--- src/uart_shadow_pkg.sv ---
`default_nettype none
package uart_shadow_pkg;
	// Register byte addresses; the sixteen data aliases span 0x30..0x6C
	localparam logic [31:0] SHADOW_BASE = 32'h5000_1030;
	localparam logic [31:0] SHADOW_LAST = 32'h5000_106C;
	localparam logic [31:0] SHADOW_DATA_10 = 32'h5000_1058;
	localparam logic [31:0] FIFO_CTRL_ADDR = 32'h5000_1008;
	localparam logic [31:0] LINE_STATUS_ADDR = 32'h5000_1014;
	localparam logic [31:0] MODE_ADDR = 32'h5000_1080;
	localparam logic [31:0] INT_STATUS_ADDR = 32'h5000_1084;
	localparam logic [31:0] INT_MASK_ADDR = 32'h5000_1088;
	// Field positions
	localparam int FCR_ENABLE = 0;
	localparam int FCR_RX_FLUSH = 1;
	localparam int FCR_TX_FLUSH = 2;
	localparam int LS_DATA_READY = 0;
	localparam int LS_OVERRUN = 1;
	localparam int LS_HOLD_EMPTY = 5;
	localparam int LS_TX_IDLE = 6;
	localparam int MODE_IR = 0;
	localparam int EV_RX = 0;
	localparam int EV_OVERRUN = 1;
	localparam int EV_HOLD_EMPTY = 2;
	localparam int EV_BITS = 3;
	// Reset values
	localparam logic RESET_FIFO_EN = 1'b0;
	localparam logic RESET_IR_MODE = 1'b0;
	localparam logic [2:0] RESET_INT_MASK = 3'h0;
	// Timing and sizes
	localparam int BIT_CYCLES_DEF = 16;
	localparam int FIFO_DEPTH_DEF = 16;
	// Serial line sequencer states
	typedef enum logic [1:0] {
		st_idle = 2'b00,
		st_start = 2'b01,
		st_data = 2'b10,
		st_stop = 2'b11
	} line_state_e;
endpackage : uart_shadow_pkg
`default_nettype wire

--- src/uart_byte_fifo.sv ---
`timescale 1ns/1ps
`default_nettype none
module uart_byte_fifo #(
	parameter int WIDTH = 8,
	parameter int DEPTH = 16
) (
	input wire logic clk, // Core clock
	input wire logic nrst, // Async reset, active low
	input wire logic flush, // Empty the queue
	input wire logic push_valid, // Entry offered
	output logic push_ready, // Room for an entry
	input wire logic [WIDTH-1:0] push_data, // Entry to store
	output logic pop_valid, // Head entry present
	input wire logic pop_ready, // Head entry taken
	output logic [WIDTH-1:0] pop_data, // Head entry
	output logic [$clog2(DEPTH):0] level // Entries held
);
	localparam int AW = $clog2(DEPTH);

	// Refuse at elaboration any depth the pointer logic cannot wrap correctly
	if (DEPTH < 2 || (1 << AW) != DEPTH || WIDTH < 1) begin : g_bad_cfg
		$error("uart_byte_fifo: DEPTH must be a power of two >= 2");
	end

	typedef struct packed {
		logic [DEPTH-1:0][WIDTH-1:0] mem;
		logic [AW:0] wr;
		logic [AW:0] rd;
	} fifo_s;

	fifo_s s;
	fifo_s next_s;

	assign level = s.wr - s.rd;
	assign push_ready = (level != (AW+1)'(DEPTH));
	assign pop_valid = (s.wr != s.rd);
	assign pop_data = s.mem[s.rd[AW-1:0]];

	// A full queue refuses the push, so stored entries are never disturbed
	always_comb begin
		next_s = s;
		if (push_valid && push_ready) begin
			next_s.mem[s.wr[AW-1:0]] = push_data;
			next_s.wr = s.wr + 1'b1;
		end
		if (pop_valid && pop_ready)
			next_s.rd = s.rd + 1'b1;
		if (flush) begin
			next_s.wr = '0;
			next_s.rd = '0;
		end
	end

	always_ff @(posedge clk or negedge nrst) begin
		if (!nrst)
			s <= '0;
		else
			s <= next_s;
	end
endmodule : uart_byte_fifo
`default_nettype wire

--- src/uart_shadow_data_port.sv ---
// Decided for this implementation: register access over APB.
`timescale 1ns/1ps
`default_nettype none
module uart_shadow_data_port #(
	parameter int FIFO_DEPTH = uart_shadow_pkg::FIFO_DEPTH_DEF,
	parameter int BIT_CYCLES = uart_shadow_pkg::BIT_CYCLES_DEF
) (
	input wire logic core_clk, // Core clock, 10 MHz
	input wire logic nrst, // Async reset, active low
	input wire logic psel, // APB select
	input wire logic penable, // APB access phase
	input wire logic pwrite, // APB write
	input wire logic [31:0] paddr, // APB byte address
	input wire logic [31:0] pwdata, // APB write data
	output logic [31:0] prdata, // APB read data
	output logic pready, // APB ready
	output logic pslverr, // APB error, unmapped address
	input wire logic sin, // Serial input
	input wire logic sir_in, // Infrared input, pulse high for a zero
	output logic sout, // Serial output
	output logic sir_out_n, // Infrared output, active low
	output logic irq // Level interrupt
);
	import uart_shadow_pkg::*;

	localparam logic [15:0] BIT_LAST = 16'(BIT_CYCLES - 1);
	localparam logic [15:0] BIT_HALF = 16'(BIT_CYCLES / 2 - 1);
	localparam logic [15:0] IR_PULSE = 16'((BIT_CYCLES * 3 / 16 < 1) ? 1 : BIT_CYCLES * 3 / 16);
	localparam int LW = $clog2(FIFO_DEPTH) + 1;

	// Refuse at elaboration what the 16-bit baud counter or the queues cannot serve
	if (BIT_CYCLES < 4 || BIT_CYCLES > 65535) begin : g_bad_bits
		$error("uart_shadow_data_port: BIT_CYCLES out of range");
	end
	if (FIFO_DEPTH < 2 || (1 << (LW - 1)) != FIFO_DEPTH) begin : g_bad_depth
		$error("uart_shadow_data_port: FIFO_DEPTH must be a power of two >= 2");
	end

	typedef struct packed {
		logic pready;
		logic pslverr;
		logic [31:0] prdata;
		logic fifo_en;
		logic ir_mode;
		logic [7:0] receive_buffer;
		logic rbr_valid;
		logic [7:0] transmit_holding;
		logic thr_full;
		logic overrun;
		logic tx_holding_empty_q;
		logic [EV_BITS-1:0] int_status;
		logic [EV_BITS-1:0] int_mask;
		logic irq;
		line_state_e tx_st;
		logic [15:0] tx_baud;
		logic [2:0] tx_bit;
		logic [7:0] tx_shift;
		logic sout;
		logic sir_out_n;
		line_state_e rx_st;
		logic [15:0] rx_baud;
		logic [2:0] rx_bit;
		logic [7:0] rx_shift;
	} port_s;

	port_s s;
	port_s next_s;

	logic acc, sh_hit, rd_sh, wr_sh, wr_fcr, fcr_chg, rx_flush, tx_flush;
	logic rx_line, rx_done, rxf_push, rxf_pop, rxf_ready, rxf_valid;
	logic txf_push, txf_pop, txf_ready, txf_valid, tx_load, src_valid;
	logic dr, tx_holding_empty, line_bit;
	logic [7:0] rxf_data, txf_data, rx_head, src_data;
	logic [LW-1:0] rxf_level, txf_level;
	logic [EV_BITS-1:0] ev;

	// Bus decode; an access completes on the edge that sees pready high
	assign acc = psel & penable & s.pready;
	assign sh_hit = (paddr >= SHADOW_BASE) && (paddr <= SHADOW_LAST) && (paddr[1:0] == 2'h0);
	assign rd_sh = acc & ~pwrite & sh_hit;
	assign wr_sh = acc & pwrite & sh_hit;
	assign wr_fcr = acc & pwrite & (paddr == FIFO_CTRL_ADDR);
	// Switching FIFO mode flushes both sides so no stale byte leaks across
	assign fcr_chg = pwdata[FCR_ENABLE] != s.fifo_en;
	assign rx_flush = wr_fcr & (pwdata[FCR_RX_FLUSH] | fcr_chg);
	assign tx_flush = wr_fcr & (pwdata[FCR_TX_FLUSH] | fcr_chg);

	// Receive path; infrared pulses are taken as already stretched to a bit
	assign rx_line = s.ir_mode ? ~sir_in : sin;
	assign rx_done = (s.rx_st == st_stop) && (s.rx_baud == BIT_LAST);
	assign rxf_push = rx_done & s.fifo_en;
	assign rxf_pop = rd_sh & s.fifo_en;
	assign rx_head = s.fifo_en ? rxf_data : s.receive_buffer;
	assign dr = s.fifo_en ? rxf_valid : s.rbr_valid;

	// Transmit source is the FIFO head or the single holding byte
	// full FIFO refuses the push
	assign txf_push = wr_sh & s.fifo_en;
	assign src_valid = s.fifo_en ? txf_valid : s.thr_full;
	assign src_data = s.fifo_en ? txf_data : s.transmit_holding;
	assign tx_load = (s.tx_st == st_idle) & src_valid;
	assign txf_pop = tx_load & s.fifo_en;
	assign tx_holding_empty = s.fifo_en ? ~txf_valid : ~s.thr_full;

	uart_byte_fifo #(.WIDTH(8), .DEPTH(FIFO_DEPTH)) rx_fifo (
		.clk(core_clk),
		.nrst(nrst),
		.flush(rx_flush),
		.push_valid(rxf_push),
		.push_ready(rxf_ready),
		.push_data(s.rx_shift),
		.pop_valid(rxf_valid),
		.pop_ready(rxf_pop),
		.pop_data(rxf_data),
		.level(rxf_level)
	);

	uart_byte_fifo #(.WIDTH(8), .DEPTH(FIFO_DEPTH)) tx_fifo (
		.clk(core_clk),
		.nrst(nrst),
		.flush(tx_flush),
		.push_valid(txf_push),
		.push_ready(txf_ready),
		.push_data(pwdata[7:0]),
		.pop_valid(txf_valid),
		.pop_ready(txf_pop),
		.pop_data(txf_data),
		.level(txf_level)
	);

	// Next-state logic for bus, flags, transmitter and receiver
	always_comb begin
		next_s = s;
		ev = '0;
		line_bit = 1'b1;
		// Answer every access after one wait state; data is held stable meanwhile
		next_s.pready = psel & penable & ~s.pready;
		next_s.pslverr = 1'b0;
		if (psel && penable && !s.pready) begin
			next_s.prdata = 32'h0000_0000;
			if (sh_hit) begin
				next_s.prdata[7:0] = rx_head;
			end else if (paddr == FIFO_CTRL_ADDR) begin
				next_s.prdata[FCR_ENABLE] = s.fifo_en;
			end else if (paddr == LINE_STATUS_ADDR) begin
				next_s.prdata[LS_DATA_READY] = dr;
				next_s.prdata[LS_OVERRUN] = s.overrun;
				next_s.prdata[LS_HOLD_EMPTY] = tx_holding_empty;
				next_s.prdata[LS_TX_IDLE] = tx_holding_empty & (s.tx_st == st_idle);
			end else if (paddr == MODE_ADDR) begin
				next_s.prdata[MODE_IR] = s.ir_mode;
			end else if (paddr == INT_STATUS_ADDR) begin
				next_s.prdata[EV_BITS-1:0] = s.int_status;
			end else if (paddr == INT_MASK_ADDR) begin
				next_s.prdata[EV_BITS-1:0] = s.int_mask;
			end else begin
				next_s.pslverr = 1'b1;
			end
		end

		// Configuration writes
		if (wr_fcr) begin
			next_s.fifo_en = pwdata[FCR_ENABLE];
			if (fcr_chg) begin
				next_s.rbr_valid = 1'b0;
				next_s.thr_full = 1'b0;
			end
		end
		if (acc && pwrite && paddr == MODE_ADDR)
			next_s.ir_mode = pwdata[MODE_IR];
		if (acc && pwrite && paddr == INT_MASK_ADDR)
			next_s.int_mask = pwdata[EV_BITS-1:0];

		// Single-byte receive buffer consumed by an alias read
		if (rd_sh && !s.fifo_en)
			next_s.rbr_valid = 1'b0;
		// Overrun is cleared by reading line status; a new overrun in that cycle wins
		if (acc && !pwrite && paddr == LINE_STATUS_ADDR)
			next_s.overrun = 1'b0;

		// Receiver: confirm start at mid-bit, then sample each bit centre
		next_s.rx_baud = s.rx_baud + 16'h0001;
		case (s.rx_st)
			st_idle: begin
				next_s.rx_baud = 16'h0000;
				if (!rx_line)
					next_s.rx_st = st_start;
			end
			st_start: begin
				if (s.rx_baud == BIT_HALF) begin
					next_s.rx_baud = 16'h0000;
					next_s.rx_bit = 3'h0;
					next_s.rx_st = rx_line ? st_idle : st_data;
				end
			end
			st_data: begin
				if (s.rx_baud == BIT_LAST) begin
					next_s.rx_baud = 16'h0000;
					next_s.rx_shift = {rx_line, s.rx_shift[7:1]};
					next_s.rx_bit = s.rx_bit + 3'h1;
					if (s.rx_bit == 3'h7)
						next_s.rx_st = st_stop;
				end
			end
			st_stop: begin
				if (rx_done)
					next_s.rx_st = st_idle;
			end
			default: next_s.rx_st = st_idle;
		endcase
		if (rx_done) begin
			ev[EV_RX] = 1'b1;
			if (s.fifo_en) begin
				if (!rxf_ready) begin
					next_s.overrun = 1'b1;
					ev[EV_OVERRUN] = 1'b1;
				end
			end else begin
				if (s.rbr_valid && !rd_sh) begin
					next_s.overrun = 1'b1;
					ev[EV_OVERRUN] = 1'b1;
				end
				next_s.receive_buffer = s.rx_shift;
				next_s.rbr_valid = 1'b1;
			end
		end

		// Transmitter: idle, start bit, eight data bits LSB first, stop bit
		next_s.tx_baud = s.tx_baud + 16'h0001;
		case (s.tx_st)
			st_idle: begin
				next_s.tx_baud = 16'h0000;
				if (tx_load) begin
					next_s.tx_shift = src_data;
					next_s.tx_st = st_start;
					if (!s.fifo_en)
						next_s.thr_full = 1'b0;
				end
			end
			st_start: begin
				if (s.tx_baud == BIT_LAST) begin
					next_s.tx_baud = 16'h0000;
					next_s.tx_bit = 3'h0;
					next_s.tx_st = st_data;
				end
			end
			st_data: begin
				if (s.tx_baud == BIT_LAST) begin
					next_s.tx_baud = 16'h0000;
					next_s.tx_shift = {1'b0, s.tx_shift[7:1]};
					next_s.tx_bit = s.tx_bit + 3'h1;
					if (s.tx_bit == 3'h7)
						next_s.tx_st = st_stop;
				end
			end
			st_stop: begin
				if (s.tx_baud == BIT_LAST)
					next_s.tx_st = st_idle;
			end
			default: next_s.tx_st = st_idle;
		endcase
		if (wr_sh && !s.fifo_en) begin
			next_s.transmit_holding = pwdata[7:0];
			next_s.thr_full = 1'b1;
		end

		case (next_s.tx_st)
			st_start: line_bit = 1'b0;
			st_data: line_bit = next_s.tx_shift[0];
			default: line_bit = 1'b1;
		endcase
		next_s.sout = next_s.ir_mode | line_bit;
		// Infrared sends a short low pulse, 3/16 of a bit, for each zero
		next_s.sir_out_n = ~(next_s.ir_mode & ~line_bit & (next_s.tx_baud < IR_PULSE));

		// Sticky events, write one to clear; a new event in the same cycle wins
		next_s.tx_holding_empty_q = tx_holding_empty;
		ev[EV_HOLD_EMPTY] = tx_holding_empty & ~s.tx_holding_empty_q;
		if (acc && pwrite && paddr == INT_STATUS_ADDR)
			next_s.int_status = s.int_status & ~pwdata[EV_BITS-1:0];
		next_s.int_status = next_s.int_status | ev;
		next_s.irq = |(next_s.int_status & next_s.int_mask);
	end

	always_ff @(posedge core_clk or negedge nrst) begin
		if (!nrst) begin
			s <= '0;
			s.fifo_en <= RESET_FIFO_EN;
			s.ir_mode <= RESET_IR_MODE;
			s.int_mask <= RESET_INT_MASK;
			s.tx_holding_empty_q <= 1'b1;
			s.sout <= 1'b1;
			s.sir_out_n <= 1'b1;
		end else begin
			s <= next_s;
		end
	end

	// Outputs straight from the state register
	assign prdata = s.prdata;
	assign pready = s.pready;
	assign pslverr = s.pslverr;
	assign sout = s.sout;
	assign sir_out_n = s.sir_out_n;
	assign irq = s.irq;
endmodule : uart_shadow_data_port
`default_nettype wire

--- config.mk ---
export PLATFORM = sky130hd
export DESIGN_NAME = uart_shadow_data_port
export DESIGN_NICKNAME = d
export VERILOG_FILES = /design/src/uart_shadow_pkg.sv /design/src/uart_byte_fifo.sv /design/src/uart_shadow_data_port.sv
export SDC_FILE = /design/constraint.sdc
export NUM_CORES = 1
export LEC_CHECK = 0
export ABC_CLOCK_PERIOD_IN_PS = 3300
export BUFFER_PORTS_ARGS = -buffer_cell sky130_fd_sc_hd__buf_2
export CORE_MARGIN = 10
export CORE_UTILIZATION = 25
export DETAILED_ROUTE_END_ITERATION = 6
export GPL_TIMING_DRIVEN = 1
export PLACE_DENSITY = 0.39
export SLEW_MARGIN = 20
export SYNTH_ARGS = -nofsm -noshare
export SYNTH_HDL_FRONTEND = slang
export SYNTH_SLANG_ARGS = --single-unit
--- constraint.sdc ---
create_clock -name core_clk -period 3.3 [get_ports core_clk]
set_clock_uncertainty 0.1 [all_clocks]
set_input_delay 0.495 -clock core_clk [delete_from_list [all_inputs] [get_ports core_clk]]
set_output_delay 0.495 -clock core_clk [all_outputs]
set_load 0.02 [all_outputs]
==> metrics.md <==
| Metric | Value |
|---|---|
| Initial antenna violation count | `1` |
| CP Cell Sequence | `inv_1 > ha_1 > and3b_1 > or4_1 > a211oi_4 > nor3_2 > buf_4 > buf_4 > nand3_2 > buf_12 > mux2_2` |
| Simple-gate area share of the yosys netlist | `around a tenth` |
| Sw Ratio | `approximately 25%` |
| Clk pwr share | `between 40% and 50%` |
| CP peak stage delay | `approximately 0.56 ns` |
| Placer Congestion | `0.7667` |
| Flop2flop setup slack | `between 0.2 and 0.25 ns` |
| Most used cell, CP | `buf_4` |
| Clock buffer depth | `3` |
| Main combinational cell family by area after synthesis | `multiplexers` |
| Worst path slowest cell | `or4_1` |
| GR Util All Layers | `a little under an eighth` |
| Slew HR | `a little under half` |
| #FFs+latches synth | `about 380` |
| Asr flop ratio synth | `100.0%` |
| Fin crit share | `between 90 and 100%` |
| Peak VDD IR | `~0.00035 V` |
| Synth unique cells | `between 70 and 80` |
| Synth Instances | `~1400` |
| DP Wirelength | `around 34000 um` |
| Worst-Margin Slew | `just under 0.8 ns` |
| Reg power frac | `46.3%` |
| Pint | `~7.8 mW` |
| Row cnt | `between 90 and 100` |
| Synth top area cells | `dfrtp_1 (50%), mux2_2 (17%), mux4_2 (9.3%)` |
| FILL cells | `~7400` |
| Peak Freq | `323.6 MHz` |
| CTS Buf Count | `48` |
| DR WL/cell | `between 20 and 25 um` |
| Vias/cell | `approximately 4.7` |
| Final setup fails | `0` |
| Detailed-route DRC error count | `0` |
| Core ar. | `between 70000 and 80000 sq um` |
| Die H | `between 200 and 300 um` |
| Critical Path Sink | `tx_fifo.s[100]$_DFFE_PN0P_` |
| Post-Route WL | `51020 um` |
| Top post-synthesis cells by count | `dfrtp_1 (372), mux2_2 (287), nor2_1 (88)` |
| Die ar. | `around 85000 sq um` |
| Via count | `~12000` |
| Number of I/O pins | `108` |
| R2R depth | `11` |
| Drt first pass iters | `5` |
| Clk sinks | `375` |
| Post-synth EDFFs | `0` |
| Critical path type | `reg -> reg` |
| Synth area leader | `dfrtp_1` |
| Logic pwr share | `5.9%` |
| R2R Path End | `tx_fifo.s[100]$_DFFE_PN0P_` |
| Antenna cell count | `0` |
| Worst setup path startpoint | `tx_fifo.s[2]$_DFFE_PN0P_` |
| Setup crit end kind | `register` |
| Final Hold Fails | `0` |
| Grt total ovfl | `0` |
| # Post-CTS Setup Buffers | `0` |
| First-pass GRT wire length | `roughly 79000 um` |
| Period minus WS final | `just over 3 ns` |
| Final #Nets | `~1600` |
| Horiz. Die Dim | `291.8 um` |
| Area Growth Syn to Fin | `18.44%` |
| Worst min-delay path class | `in -> reg` |
| Mux contribution to synthesized area | `27.15%` |
| Worst-path maximum fanout | `10` |
| I/O Buffers | `59` |
| Adder-Cell Fraction of Synth Area | `1.626%` |
| Initial core utilization | `25.27%` |
| Count leader, synth | `dfrtp_1` |
| Worst-skew pair later-pin latency | `roughly 0.60 ns` |
| Avg Cell Area, Syn | `13.15 sq um` |
| Fraction of layout instances using a drive strength above 1 | `between 30% and 40%` |
| Req. time, crit path | `around 3.7 ns` |
| Sequential fraction of the synthesis area | `between 50% and 60%` |
| PD cells | `476.4 nW/um^2` |
| Synth Area in Compound Gates | `4.695%` |
| Synthesized cell area | `18470 sq um` |
| Clock Tree Root | `clkbuf_16` |
| Setup TNS | `0 ns` |
| Post-Synth XOR/XNOR Area | `under 10%` |
| Startpoint Class | `register` |
| Max-cap violations | `0` |
| Primary FF master, synth | `dfrtp_1` |
| Vias in the first global route | `around 13000` |
| Largest net degree at the start of global routing | `between 70 and 80` |
| Reg2reg start | `tx_fifo.s[2]$_DFFE_PN0P_` |
| Status | `completed` |
| Worst EP arrival | `about 3.4 ns` |
| Leakage | `slightly above 10 nW` |
| CTS clock-pin slew for the worst setup and hold paths | `0.06 ns` |
| Slew Limit Fails | `0` |
| Psw | `between 2 and 3 mW` |
| CTS H-tree depth | `2` |
| RSZ-0062 raised after global routing | `false` |
| Initial DRC count | `between 700 and 800` |
| Syn. warnings | `0` |
| Yosys top cell area share | `between 50% and 60%` |
| TritonCTS clock tree | `built` |
| WHS | `approximately 0.28 ns` |
| Routed Antenna Nets | `0` |
==> critical path: cells and delay by family (launching register included) <==
family | cells | cell delay (ns)
fa+ha+maj | 1 | 0.29
simple gates | 4 | 0.95
buf+inv | 4 | 0.62
compound gates | 1 | 0.27
mux | 1 | 0.34
flops | 1 | 0.37
==> power groups by stage <==
stage          Clock (mW)  Combinational [mW]  Sequential [mW]
6_report             4.98               0.618             4.83
3_5_place_dp            0               0.626             4.90
4_1_cts              5.19               0.631             4.82
5_1_grt              5.35               0.704             4.84
2_1_floorplan           0               0.438             4.83
3_3_place_gp            0               0.612             4.90
==> placed cells by master (no fill, tap or decap), drive strengths merged, types with 21 or more instances in the layout <==
master / count
dfrtp: 372
mux2: 287
buf: 146
nor2: 88
mux4: 76
clkbuf: 72
nand2: 57
nand3: 46
inv: 30
a21oi: 25
nand4: 25
xnor2: 24
ha: 24
conb: 24
xor2: 21
==> stage by stage <==
step / util [%] / setup slack (ns) / cell area [sq um] / power (mW) / cells
after floorplan: - / 0.009911 / 18570 / 5.266 / 1428
after global placement: 27.89 / -0.008695 / 20380 / 5.514 / 2423
after detailed placement: 27.89 / -0.04227 / 20380 / 5.530 / 2423
after CTS: 29.93 / 0.2040 / 21870 / 10.64 / 2506
after global routing: 29.93 / 0.1064 / 21870 / 10.90 / 2506
final: 29.93 / 0.2096 / 21870 / 10.42 / 2506
==> worst min path at each step <==
stage	start	endpoint	slack (ns)	depth (start not counted)
floorplan	nrst	irq$_DFF_PN0_	0.1	0
global placement	s[11]$_DFF_PN0_	s[11]$_DFF_PN0_	0.35	1
detailed placement	s[11]$_DFF_PN0_	s[11]$_DFF_PN0_	0.36	1
CTS	sir_in	s[7]$_DFFE_PN0P_	0.27	4
global route	paddr[4]	pslverr$_DFF_PN0_	0.31	3
finish	sir_in	s[7]$_DFFE_PN0P_	0.28	4
==> logic make-up after synthesis <==
kind of cell             count (synthesis)
AO/OA/AOI/OAI                          123
XOR/XNOR                                46
adder cells (fa/ha/maj)                 24
buffers and inverters                  140
flip-flops                             375
multiplexers                           370
other                                    1
AND/OR/NAND/NOR                        326
==> sequential cells by signal, indices dropped and copies added, names as in the netlist <==
register and count:
s 86, pready 1, sir_out_n 1, pslverr 1
prdata 8, irq 1, tx_fifo.s 138, sout 1
rx_fifo.s 138
==> routing by layer <==
layer	up-vias	share of wire [%]	global-route usage (%)
li1	5359	-	-
met1	6092	47	16.29
met2	211	47	19.26
met3	68	4.3	2.383
met4	2	1.9	3.005
met5	-	0.025	0
==> final cells by class <==
| class | count | area, sq um | area share (%) |
|---|---|---|---|
| clock inverter | 10 | 130.1 | 0.5949 |
| multi-input combinational | 913 | 8497 | 38.84 |
| sequential | 375 | 9390 | 42.93 |
| inverter | 30 | 112.6 | 0.5148 |
| clock buffer | 72 | 1351 | 6.177 |
| tap | 959 | 1200 | 5.485 |
| timing repair buffer | 147 | 1194 | 5.457 |
==> timing repair <==
item                                   4_1_cts  5_1_grt
resized for setup                            0        0
endpoints found under the hold margin       62        0
hold buffers                                 1        0
(Power assumes the default switching activity.)
